--- config.mk ---
export PLATFORM = sky130hd
export DESIGN_NAME = pfs_function_select
export DESIGN_NICKNAME = d
export VERILOG_FILES = /design/src/hw/pfs_pkg.sv /design/src/hw/pfs_function_select.sv /design/src/hw/pfs_pin_decode.sv /design/src/hw/pfs_port.sv
export SDC_FILE = /design/constraint.sdc
export NUM_CORES = 1
export LEC_CHECK = 0
export BUFFER_PORTS_ARGS = -buffer_cell sky130_fd_sc_hd__buf_4
export CORE_MARGIN = 5
export CORE_UTILIZATION = 40
export DETAILED_ROUTE_END_ITERATION = 10
export PLACE_DENSITY = 0.73
export SETUP_SLACK_MARGIN = 0.2
export SLEW_MARGIN = 5
export SYNTH_ARGS = -nofsm -noshare
export SYNTH_HDL_FRONTEND = slang
export SYNTH_HIERARCHICAL = 1
export SYNTH_SLANG_ARGS = --single-unit
--- constraint.sdc ---
create_clock -name core_clk -period 2.9 [get_ports core_clk]
set_clock_uncertainty 0.05 [all_clocks]
set_input_delay 0.435 -clock core_clk [delete_from_list [all_inputs] [get_ports core_clk]]
set_output_delay 0.435 -clock core_clk [all_outputs]
set_load 0.03 [all_outputs]
--- src/hw/pfs_pkg.sv ---
// Purpose: shared constants and types for the port F/G function select block
// Assumes: classic wishbone slave, 32-bit data, word-aligned registers
// Notes:   offsets are byte addresses
package pfs_pkg;

	// ********************************
	// register map
	// ********************************
	localparam logic [3:0]  PFS_OFF_PORT_F      = 4'h0;
	localparam logic [3:0]  PFS_OFF_PORT_G      = 4'h4;
	localparam logic [3:0]  PFS_OFF_CONV        = 4'h8;
	localparam logic [31:0] PFS_RST_PORT_F      = 32'h00000000;
	localparam logic [31:0] PFS_RST_PORT_G      = 32'h00000000;
	localparam logic [31:0] PFS_PORT_G_RD_MASK  = 32'h0FFFFFFF;
	localparam int          PFS_PINS            = 16;
	localparam int          PFS_F_ALT_LO        = 8;
	localparam int          PFS_G_ALT_LO        = 9;
	localparam int          PFS_G_ALT_HI        = 10;
	localparam int          PFS_G_ANALOG_HI     = 7;

	// ********************************
	// mode codes and pin function
	// ********************************
	localparam logic [1:0]  PFS_MODE_IN         = 2'h0;
	localparam logic [1:0]  PFS_MODE_OUT        = 2'h1;
	localparam logic [1:0]  PFS_MODE_ALT        = 2'h3;

	typedef enum logic [3:0] {
		PFS_FN_IN     = 4'h1,
		PFS_FN_OUT    = 4'h2,
		PFS_FN_ALT    = 4'h4,
		PFS_FN_RSVD   = 4'h8
	} pfs_fn_e;

	// classic wishbone request bundle
	typedef struct packed {
		logic        cyc;
		logic        stb;
		logic        we;
		logic [3:0]  adr;
		logic [3:0]  sel;
		logic [31:0] dat;
	} pfs_wb_req_s;

endpackage

--- src/hw/pfs_function_select.sv ---
// Purpose: port F/G pin function select, wishbone slave
// Assumes: nrst is the power-on reset only; other resets never reach here
// Notes:   one-wait-state ack; unmapped reads return zero with ack
// Contract
// - F control: 32-bit RW, power-on clears
// - G control: 28-bit RW (bits 27:0), power-on clears
// - F8-15: in, out, alt; 10 reserved
// - F0-7: in, out only
// - G bits 31:28 read zero
// - G11-13: in, out only
// - G9-10: in, out, alt; 10 reserved
// - G8: in, out only
// - G0-7: 00 is input/analog
// - analog pins back to input after conversion
`timescale 1ns/1ps
`default_nettype none
module pfs_function_select
	import pfs_pkg::*;
(
	// clock and power-on reset
	input  wire logic        core_clk,
	input  wire logic        nrst,
	// wishbone slave
	input  wire logic        wb_cyc_i,
	input  wire logic        wb_stb_i,
	input  wire logic        wb_we_i,
	input  wire logic [3:0]  wb_adr_i,
	input  wire logic [3:0]  wb_sel_i,
	input  wire logic [31:0] wb_dat_i,
	output logic [31:0]      wb_dat_o,
	output logic             wb_ack_o,
	// converter status, same clock domain
	input  wire logic [7:0]  convStart,
	input  wire logic [7:0]  convDone,
	// port F pin control
	output logic [15:0]      portFOutEn,
	output logic [15:0]      portFAltEn,
	// port G pin control
	output logic [15:0]      portGOutEn,
	output logic [15:0]      portGAltEn,
	output logic [7:0]       analogInputPin,
	// reserved code present in either register
	output logic             rsvdCode
);

	// ********************************
	// bus request
	// ********************************
	pfs_wb_req_s req;
	assign req = '{cyc: wb_cyc_i, stb: wb_stb_i, we: wb_we_i,
		adr: wb_adr_i, sel: wb_sel_i, dat: wb_dat_i};

	// byte-lane merge used by both control registers
	function automatic logic [31:0] laneMerge(input logic [31:0] old,
		input logic [31:0] wr, input logic [3:0] sel);
		logic [31:0] r;
		r = old;
		for (int b = 0; b < 4; b++) begin
			if (sel[b]) r[8*b +: 8] = wr[8*b +: 8];
		end
		return r;
	endfunction

	// ********************************
	// register state
	// ********************************
	logic [31:0] portFCtrl_q, portFCtrl_d;
	logic [31:0] portGCtrl_q, portGCtrl_d;
	logic        ack_q, ack_d;
	logic [31:0] rdat_q, rdat_d;
	logic [7:0]  convBusy_q, convBusy_d;
	logic        take;
	logic        commit;

	// one access per ack; ack drops the cycle after it was given
	assign take = req.cyc && req.stb && !ack_q;

	// writes land at the edge where the master sees ack, not one earlier
	assign commit = req.cyc && req.stb && req.we && ack_q;

	// next-state for registers and bus answer
	always_comb begin
		portFCtrl_d = portFCtrl_q;
		portGCtrl_d = portGCtrl_q;
		ack_d       = take;
		rdat_d      = 32'h00000000;
		if (commit) begin
			unique case (req.adr)
				PFS_OFF_PORT_F: portFCtrl_d = laneMerge(portFCtrl_q, req.dat,
					req.sel);
				PFS_OFF_PORT_G: portGCtrl_d = laneMerge(portGCtrl_q, req.dat,
					req.sel) & PFS_PORT_G_RD_MASK;
				default: ;
			endcase
		end
		if (take && !req.we) begin
			unique case (req.adr)
				PFS_OFF_PORT_F: rdat_d = portFCtrl_q;
				PFS_OFF_PORT_G: rdat_d = portGCtrl_q & PFS_PORT_G_RD_MASK;
				PFS_OFF_CONV:   rdat_d = {24'h000000, convBusy_q};
				default:        rdat_d = 32'h00000000;
			endcase
		end
	end

	// only the power-on reset clears these; otherwise they load the next-state values above
	always_ff @(posedge core_clk or negedge nrst) begin
		if (!nrst) begin
			portFCtrl_q <= PFS_RST_PORT_F;
			portGCtrl_q <= PFS_RST_PORT_G;
			ack_q       <= 1'b0;
			rdat_q      <= 32'h00000000;
		end else begin
			portFCtrl_q <= portFCtrl_d;
			portGCtrl_q <= portGCtrl_d;
			ack_q       <= ack_d;
			rdat_q      <= rdat_d;
		end
	end

	assign wb_ack_o = ack_q;
	assign wb_dat_o = rdat_q;

	// ********************************
	// analog conversion tracking
	// ********************************
	// no control bit: pin is converter input only while busy
	always_comb begin
		convBusy_d = (convBusy_q | convStart) & ~convDone;
	end

	always_ff @(posedge core_clk or negedge nrst) begin
		if (!nrst) begin
			convBusy_q <= 8'h00;
		end else begin
			convBusy_q <= convBusy_d;
		end
	end

	// ********************************
	// pin decode
	// ********************************
	logic [15:0] fOut, fAlt, fRsvd, gOut, gAlt, gRsvd;

	// F0-7 have no alternate; F8-15 do
	pfs_port #(
		.ALT_LO    (PFS_F_ALT_LO),
		.ALT_HI    (PFS_PINS - 1),
		.ANALOG_HI (-1),
		.NPINS     (PFS_PINS)
	) uPortF (
		.ctrl  (portFCtrl_q),
		.outEn (fOut),
		.altEn (fAlt),
		.rsvd  (fRsvd)
	);

	// G0-7 analog, G8 and G11-13 plain, G9-10 alternate
	pfs_port #(
		.ALT_LO    (PFS_G_ALT_LO),
		.ALT_HI    (PFS_G_ALT_HI),
		.ANALOG_HI (PFS_G_ANALOG_HI),
		.NPINS     (PFS_PINS)
	) uPortG (
		.ctrl  (portGCtrl_q),
		.outEn (gOut),
		.altEn (gAlt),
		.rsvd  (gRsvd)
	);

	// ********************************
	// registered pin outputs
	// ********************************
	logic [15:0] fOut_q, fAlt_q, gOut_q, gAlt_q;
	logic [7:0]  an_q, an_d;
	logic        rsvd_q, rsvd_d;

	// pins 14,15 of G do not exist; reserved-code pins stay input
	always_comb begin
		an_d   = convBusy_q & ~gRsvd[7:0];
		rsvd_d = (|fRsvd) | (|gRsvd[13:0]);
	end

	// outputs straight from flops
	always_ff @(posedge core_clk or negedge nrst) begin
		if (!nrst) begin
			fOut_q <= 16'h0000;
			fAlt_q <= 16'h0000;
			gOut_q <= 16'h0000;
			gAlt_q <= 16'h0000;
			an_q   <= 8'h00;
			rsvd_q <= 1'b0;
		end else begin
			fOut_q <= fOut;
			fAlt_q <= fAlt;
			gOut_q <= {2'h0, gOut[13:0]};
			gAlt_q <= {2'h0, gAlt[13:0]};
			an_q   <= an_d;
			rsvd_q <= rsvd_d;
		end
	end

	assign portFOutEn     = fOut_q;
	assign portFAltEn     = fAlt_q;
	assign portGOutEn     = gOut_q;
	assign portGAltEn     = gAlt_q;
	assign analogInputPin = an_q;
	assign rsvdCode       = rsvd_q;

endmodule
`default_nettype wire

--- src/hw/pfs_pin_decode.sv ---
// Purpose: decode one pin's two-bit mode field into its function
// Assumes: pin capability given as parameters
// Notes:   reserved codes report PFS_FN_RSVD, pin then kept as input
`timescale 1ns/1ps
`default_nettype none
module pfs_pin_decode
	import pfs_pkg::*;
#(
	parameter bit HAS_ALT    = 1'b0,
	parameter bit IS_ANALOG  = 1'b0
) (
	// mode field
	input  wire logic [1:0] mode,
	// decoded function
	output pfs_fn_e         fn
);

	// ********************************
	// decode
	// ********************************
	// analog pins accept only 00; alt only where the pin has one
	always_comb begin
		fn = PFS_FN_RSVD;
		if (IS_ANALOG) begin
			if (mode == PFS_MODE_IN) fn = PFS_FN_IN;
		end else begin
			unique case (mode)
				PFS_MODE_IN:  fn = PFS_FN_IN;
				PFS_MODE_OUT: fn = PFS_FN_OUT;
				PFS_MODE_ALT: fn = HAS_ALT ? PFS_FN_ALT : PFS_FN_RSVD;
				default:      fn = PFS_FN_RSVD;
			endcase
		end
	end

endmodule
`default_nettype wire

--- src/hw/pfs_port.sv ---
// Purpose: one port's pin decode array, packed into per-pin enables
// Assumes: 16 pins, pin n field at bits 2n+1:2n
// Notes:   reserved code leaves the pin as input, flagged to caller
`timescale 1ns/1ps
`default_nettype none
module pfs_port
	import pfs_pkg::*;
#(
	parameter int ALT_LO    = 16,
	parameter int ALT_HI    = 15,
	parameter int ANALOG_HI = -1,
	parameter int NPINS     = 16
) (
	// control word
	input  wire logic [31:0]      ctrl,
	// per-pin outputs
	output logic [NPINS-1:0]      outEn,
	output logic [NPINS-1:0]      altEn,
	output logic [NPINS-1:0]      rsvd
);

	// ********************************
	// pins
	// ********************************
	genvar n;
	generate
		for (n = 0; n < NPINS; n++) begin : gPin
			pfs_fn_e fn;
			pfs_pin_decode #(
				.HAS_ALT   ((n >= ALT_LO) && (n <= ALT_HI)),
				.IS_ANALOG (n <= ANALOG_HI)
			) uDec (
				.mode (ctrl[2*n+1 -: 2]),
				.fn   (fn)
			);
			assign outEn[n] = (fn == PFS_FN_OUT);
			assign altEn[n] = (fn == PFS_FN_ALT);
			assign rsvd[n]  = (fn == PFS_FN_RSVD);
		end
	endgenerate

endmodule
`default_nettype wire

After elaboration in Yosys (flattened, before gate mapping)
Index checks and enable logic that the tools add are counted.
{ "totals": {"reg_bits": 170, "latchBits": 0, "mem_bits_rw": 0, "romBits": 0, "input_bits": 61, "out_inout_bits": 106, "elab_cells": 227, "n_memories": 0} }
{ "classes": {"n_addsub": 0, "n_mul": 0, "div": 0, "order_cmp": 0, "eq_ne": 124, "n_shift": 0, "muxes": 32, "bitwise_logic": 6, "n_reduce_logical": 48} }
{ "op_table": {"columns": ["op", "count"], "rows": [
  ["equality test 4 x 3 -> 1 bit, second input constant", 31],
  ["equality test 4 bit, second input constant", 31],
  ["equality test 4 x 2 -> 1 bit, second input constant", 30],
  ["one-hot mux 4 bit (3 select lines)", 10],
  ["one-hot mux 32 bit (3 select lines)", 1],
  ["one-hot mux 4 bit (2 select lines)", 12],
  ["logical NOT 2 bit", 30],
  ["equality test 2 x 1 -> 1 bit, second input constant", 22],
  ["two-way mux 32 bit", 1],
  ["two-way mux 4 bit", 8],
  ["AND reduction 3 bit", 8],
  ["equality test 2 bit, second input constant", 10],
  ["bitwise AND 8 bit", 2],
  ["inverter 8 bit", 2],
  ["OR reduction 16 bit", 1],
  ["OR reduction 14 bit", 1],
  ["OR 8 bit", 1],
  ["logical AND 1 bit", 5],
  ["logical NOT 4 bit", 1],
  ["logical NOT 1 bit", 2],
  ["OR 1 bit", 1]
]} }

Depth between registers and ports, before layout
Gate-level depths: netlist of run 1.
{ "depth": {"word_depth": 5, "ltp_mapped": 5, "mapped_depth_nobuf": 5} }

Cells and area by module
Netlist of run 1, hierarchy kept.
{ "modules_own_cells": {"columns": ["module", "n_inst", "cells_each", "area_per_inst_um2"], "rows": [
  ["pfs_function_select", 1, 364, 5779.3],
  ["pfs_port", 2, 48, 420.4],
  ["pfs_pin_decode at uPortF.gPin[0].uDec ...", 14, 5, 25.0],
  ["pfs_pin_decode at uPortF.gPin[10].uDec ...", 10, 4, 26.3],
  ["pfs_pin_decode at uPortG.gPin[0].uDec ...", 8, 5, 28.8]
]} }

Worst setup path after synthesis of run 1
OpenSTA, ideal clock, no wires.
{ "synth_path": {"path_type": "register to register", "from": "reg ack_q (netlist: wb_ack_o)", "to": "reg portFCtrl_q[0]", "setup_time_ns": 0.125, "arrival_time_ns": 1.441, "required_ns": 2.725, "setup_slack_ns": 1.285, "path_stages_with_launch": 5, "n_path_buf": 1, "period_less_slack_ns": 1.615, "cell_sequence": "dfrtp_1 -> and4_1 -> buf_2 -> nand3_2 -> mux2_2"} }
{ "synth_via": {"elab_chain_cells": 2} }
{ "synth_lines": {"columns": ["element", "line", "rtl"], "rows": [
  ["from (decl)", "pfs_function_select.sv:69", "logic ack_q, ack_d;"],
  ["from (signal assigned)", "pfs_function_select.sv:116", "ack_q <= ack_d;"],
  ["logical AND 1 bit", "pfs_function_select.sv:79", "assign commit = req.cyc && req.stb && req.we && ack_q;"],
  ["AND reduction 3 bit (no source line)", null, null],
  ["to (signal assigned)", "pfs_function_select.sv:114", "portFCtrl_q <= portFCtrl_d;"],
  ["to (decl)", "pfs_function_select.sv:67", "logic [31:0] portFCtrl_q, portFCtrl_d;"]
]} }
No other way between the ends.
A chain may end at the register's enable or synchronous reset.

Final worst setup path of run 1
{ "layout_path": {"from": "reg portGCtrl_q[18]", "to": "reg rsvd_q (netlist: rsvdCode)"} }
{ "layout_via": {"elab_chain_cells": 5} }
{ "layout_lines": {"columns": ["element", "line", "rtl"], "rows": [
  ["from (decl)", "pfs_function_select.sv:68", "logic [31:0] portGCtrl_q, portGCtrl_d;"],
  ["from (signal assigned)", "pfs_function_select.sv:115", "portGCtrl_q <= portGCtrl_d;"],
  ["equality test 2 bit, or another cell as far along", "pfs_pin_decode.sv:27", "unique case (mode)"],
  ["one-hot mux 4 bit (3 select lines) *", "pfs_pin_decode.sv:27", null],
  ["via uPortG.gPin[9].fn[3]", "pfs_port.sv:28", "pfs_fn_e fn;"],
  ["equality test 4 bit *", "pfs_port.sv:38", "assign rsvd[n] = (fn == PFS_FN_RSVD);"],
  ["via gRsvd[9]", "pfs_function_select.sv:143", "logic [15:0] fOut, fAlt, fRsvd, gOut, gAlt, gRsvd;"],
  ["OR reduction 14 bit *", "pfs_function_select.sv:181", "rsvd_d = (|fRsvd) | (|gRsvd[13:0]);"],
  ["OR 1 bit *", "pfs_function_select.sv:181", null],
  ["via rsvd_d", "pfs_function_select.sv:176", "logic rsvd_q, rsvd_d;"],
  ["to (signal assigned)", "pfs_function_select.sv:199", "rsvd_q <= rsvd_d;"],
  ["to (decl)", "pfs_function_select.sv:176", null]
]} }
Mark *: on every way through the listed nets, which the timed path passes. The rest lies on a longest branch.

==> flow_metrics.tcl, run 1 <==
set metrics [dict create \
    syn-cell-area_um2 7360 \
    cts-resized-gates 0 \
    total_power_mw 5.21 \
    p_per_area_nw_per_um2 561 \
    ctsRootBufferMaster "clkbuf_16" \
    io_pins 167 \
    worstPathArrival_ns 2.07 \
    max_freq_mhz 543 \
    setup_viol 0 \
    gr-total-overflow 0 \
    final_cell_mix "dfrtp_1 (170), buf_4 (170), nor4b_1 (91)" \
    switching_share_pct 23.0 \
    peakVddDrop_v 0.000399 \
    slew_viol_final 0 \
    n_antenna_cell 0 \
    hold_class "input pin to flip-flop" \
    postCtsSetupBuffers 0 \
    placedCellCount 952 \
    place_congestion 0.741 \
    power.internal_mw 4.01 \
    slowest_stage "nor4_1" \
    vias_per_cell 5.10 \
    die_area_um2 21200 \
    clock_sinks 170 \
    seqPwrFrac_pct 47.1 \
    p_leak_nw 4.46 \
    drt_iter0_drc 279 \
    crit_type "flip-flop to flip-flop" \
    switching_power_mw 1.20 \
    worst-r2r-setup-slack_ns 1.06 \
    period_share_pct 63.5 \
    die_y_um 146 \
    syn-instance-count 594 \
    critPathMaxStageDelay_ns 0.43 \
    coreArea_um2 18000 \
    cts_tree "built" \
    status "complete, no violations" \
    clkSlewWorstSetupHoldPaths_ns 0.07 \
    yosysWarnings 6 \
    cp.required_ns 3.13 \
    cts-buffers-inserted 17 \
    wl_per_cell_um 17.7 \
    wl_um 17400 \
    dr.pass1.iters 4 \
    path_cells "and2b_2 -> nor4b_1 -> nor4_1 -> and4_1 -> nand4_1" \
    period_needed_ns 1.84 \
    cp-end-kind "flip-flop" \
    antenna_found_initial 0 \
    grt_max_degree 66 \
    syn_avg_cell_area_um2 12.4 \
    finalHoldViolCount 0 \
    grt_pass1_wl_um 28400 \
    dr_total_vias 5027 \
    grt_usage_pct 16.7 \
    pwr-share-clk_pct 46.8 \
    io_buffers 162 \
    setup_tns_ns 0 \
    max_slew_margin_pct 45.4 \
    rows 49 \
    drive_above_1_share_pct 38.9 \
    start_util_pct 40.8 \
    grt_setup_unrepaired "no" \
    crit_path_start_kind "flip-flop" \
    dieWidth_um 146 \
    nets 804 \
    route.detailed.drc 0 \
    drv_cap 0 \
    comb_power_share_pct 6.2 \
    tightest_slew_ns 0.808 \
    clockBufferDepth 2 \
    grt_pass1_vias 5287 \
    clk_latency_ns 0.42 \
    syn2layout_area_growth_pct 26.0 \
    htree_levels 4 \
    crit_fanout 6 \
    stdcell_count 985 \
    post-dp-hpwl_um 12300 \
    ant_nets 0 \
]
-- registers in the layout, summed over array words and instances, names as in the netlist --
signal / count
portFOutEn: 16
portFCtrl_q: 32
rsvdCode: 1
analogInputPin: 8
convBusy_q: 8
portGCtrl_q: 28
portGAltEn: 14
wb_ack_o: 1
portFAltEn: 16
wb_dat_o: 32
portGOutEn: 14
-- power groups by stage --
stage | logic, mW | clock network, mW | registers, mW
global placement | 0.314 | 0 | 2.49
CTS | 0.323 | 2.48 | 2.45
floorplan | 0.146 | 0 | 2.52
global route | 0.355 | 2.59 | 2.45
detailed placement | 0.320 | 0 | 2.49
finish | 0.322 | 2.43 | 2.45
-- cell type report --
type	instances	area, um2
Fill cell	1543	8750
Sequential cell	170	4250
Multi-Input combinational cell	381	2780
Timing Repair Buffer	173	1320
Clock buffer	17	425
Tap cell	229	287
Clock inverter	15	211
-- through the flow --
stage / util, % / cell area [um2] / setup WS (ns) / hold slack [ns]
detailed placement: 47.9 / 8630 / 0.608 / 0.426
global placement: 47.9 / 8630 / 0.669 / 0.410
floorplan: - / 7400 / 1.28 / 0.0894
finish: 51.5 / 9270 / 1.06 / 0.105
CTS: 51.5 / 9270 / 1.00 / 0.0857
global route: 51.5 / 9270 / 0.924 / 0.0821
-- what timing repair did --
action,4_1_cts,5_1_grt
hold buffers,1,0
setup endpoints to repair,0,0
hold endpoints to repair,62,0
-- path summary, 6_finish.rpt --
kind	startpoint	to	cells after the start
max	portGCtrl_q[18]	rsvdCode	5
max reg2reg	portGCtrl_q[18]	rsvdCode	5
min	convDone[6]	convBusy_q[6]	2
min in group asynchronous	nrst	portFOutEn[4]	2
max in group asynchronous	nrst	portGAltEn[7]	3
min reg2reg	wb_ack_o	wb_ack_o	1
-- critical path: cells and delay by family (launching register included) --
kind / cells / cell delay, ns
DFF: 1 / 0.42
and+or+nand+nor: 5 / 1.22
-- per-layer routing --
metal / wire [um] / vias to the layer above / share of wire, % / track usage, %
met3: 993 / 27 / 5.7 / 5.05
li1: - / 2358 / - / -
met5: 0 / - / 0 / 0
met2: 8460 / 147 / 49 / 27.1
met4: 380 / 0 / 2.2 / 5.83
met1: 7610 / 2495 / 44 / 21.3
No activity file was read; power rests on OpenSTA's default activity.
==> run 2: changes to the inputs <==
clock period = 1.85 ns   (was 2.9 ns; I/O delays follow)
==> flow_metrics.tcl, run 2 (synthesis results as in run 1) <==
set metrics [dict create \
    die_y_um 146 \
    htree_levels 4 \
    antenna_found_initial 0 \
    place_congestion 0.774 \
    rr_startpoint "portGCtrl_q[19]" \
    grt_pass1_vias 5210 \
    io_buffers 162 \
    p_leak_nw 4.60 \
    holdCritStartpoint "convStart[1]" \
    nets 831 \
    crit_type "flip-flop to flip-flop" \
    power.internal_mw 6.16 \
    route.detailed.drc 0 \
    post-route-cell-area_um2 9700 \
    hold_end "convBusy_q[1]" \
    ant_nets 0 \
    clockBufferDepth 2 \
    period_needed_ns 1.69 \
    die_area_um2 21200 \
    worstPathArrival_ns 1.94 \
    clkSlewWorstSetupHoldPaths_ns 0.06 \
    clk_latency_ns 0.42 \
    finalHoldViolCount 0 \
    placedCellCount 962 \
    dr.pass1.iters 4 \
    wl_per_cell_um 17.1 \
    place_area_um2 8790 \
    hold_class "input pin to flip-flop" \
    coreArea_um2 18000 \
    grt_pass1_wl_um 27500 \
    rr_worst_depth 5 \
    rows 49 \
    pwr-share-clk_pct 44.3 \
    setup_viol 0 \
    path_buf_inv 0 \
    clock_sinks 170 \
    hold-path-cell-count 3 \
    max_freq_mhz 593 \
    ctsRootBufferMaster "clkbuf_16" \
    crit_fanout 6 \
    dr_total_vias 5128 \
    drv_cap 0 \
    period_share_pct 91.2 \
    post-dp-hpwl_um 12400 \
    max_slew_margin_pct 56.2 \
    cp.required_ns 2.10 \
    cts_tree "built" \
    critPathTopFamily "simple AND/OR/NAND/NOR gates" \
    reg2reg_to "rsvdCode" \
    wl_um 17300 \
    total_power_mw 7.90 \
    critPathMaxStageDelay_ns 0.43 \
    switching_share_pct 22.0 \
    stdcell_count 1009 \
    crit_path_start_kind "flip-flop" \
    path_cells "and2b_2 -> nor4b_4 -> nor4_2 -> and4_4 -> nand4_1" \
    final_cell_mix "buf_4 (181), dfrtp_1 (168), nor4b_1 (86)" \
    status "complete, no violations" \
    syn2layout_area_growth_pct 31.7 \
    io_pins 167 \
    drt_iter0_drc 279 \
    dieWidth_um 146 \
    comb_power_share_pct 7.1 \
    p_per_area_nw_per_um2 815 \
    slew_viol_final 0 \
    fin_util_pct 53.8 \
    tightest_slew_ns 0.649 \
    seqPwrFrac_pct 48.6 \
    start_util_pct 40.8 \
    grt_setup_unrepaired "yes" \
    worst-r2r-setup-slack_ns 0.16 \
    switching_power_mw 1.74 \
    n_antenna_cell 0 \
    grt_max_degree 48 \
    grt_usage_pct 16.3 \
    peakVddDrop_v 0.000638 \
    cp-end-kind "flip-flop" \
    final_common_cell "buf_4" \
    slowest_stage "dfrtp_1" \
    drive_above_1_share_pct 42.3 \
    vias_per_cell 5.08 \
    gr-total-overflow 0 \
    cts-buffers-inserted 17 \
    setup_tns_ns 0 \
]
[run 2: cell types whose count changed in the layout (fill, tap and decap cells not counted), moves of 6 or more]
cell	before	now
nor2b_1	30	24
nand3_4	0	7
buf_12	1	8
dlygate4sd3_1	1	10
nand3_2	7	1
nor2b_2	0	6
buf_4	170	181
[run 2: repair_timing]
action,4_1_cts,5_1_grt
setup endpoints to repair,1,61
endpoints found under the hold margin,50,0
hold buffers,10,0
pin swaps,4,2
setup buffers,5,3
gates resized for setup,9,25
[run 2: worst reg2reg max path, cell delays in order (launching register included)]
cell     delay (ns)
dfrtp_1        0.43
and2b_2        0.23
nor4b_4        0.13
nor4_2         0.35
and4_4         0.30
nand4_1        0.07
[run 2: worst max-delay path by stage]
stage | start | end | slack (ns) | cells past startpoint
CTS | portGCtrl_q[21] | rsvdCode | 0.13 | 5
detailed placement | portGCtrl_q[19] | rsvdCode | 0.008 | 5
finish | portGCtrl_q[19] | rsvdCode | 0.16 | 5
floorplan | wb_ack_o | portFCtrl_q[0] | 0.23 | 4
global route | portFCtrl_q[20] | rsvdCode | 0.08 | 6
global placement | portGCtrl_q[18] | rsvdCode | 0.02 | 5
[run 2: through the flow]
step / hold WS (ns) / worst slack, ns
after floorplan: -0.0681 / 0.235
after global placement: 0.215 / 0.0220
after detailed placement: 0.219 / 0.00806
after CTS: 0.00250 / 0.131
after global routing: 0.00210 / 0.0844
final: 0.0173 / 0.163
[run 2: power groups by stage]
| stage | logic, mW | clock network (mW) | registers [mW] |
|---|---|---|---|
| 3_5_place_dp | 0.523 | 0 | 3.91 |
| 6_report | 0.559 | 3.50 | 3.84 |
| 2_1_floorplan | 0.228 | 0 | 3.94 |
| 3_3_place_gp | 0.512 | 0 | 3.91 |
| 4_1_cts | 0.548 | 3.58 | 3.84 |
| 5_1_grt | 0.614 | 3.75 | 3.85 |
[run 2: per-layer routing]
metal	GRT usage, %	up-vias	wire [um]
li1	-	2411	-
met1	21.0	2509	7380
met2	25.6	180	8160
met3	5.57	28	1250
met4	6.39	0	481
met5	0	-	0
[run 2: layout make-up]
class	count	area [um2]
fill	1526	8330
timing repair buffer	200	1630
tap	229	287
clock inverter	8	123
sequential	170	4260
clock buffer	21	450
multi-input combinational	381	2950
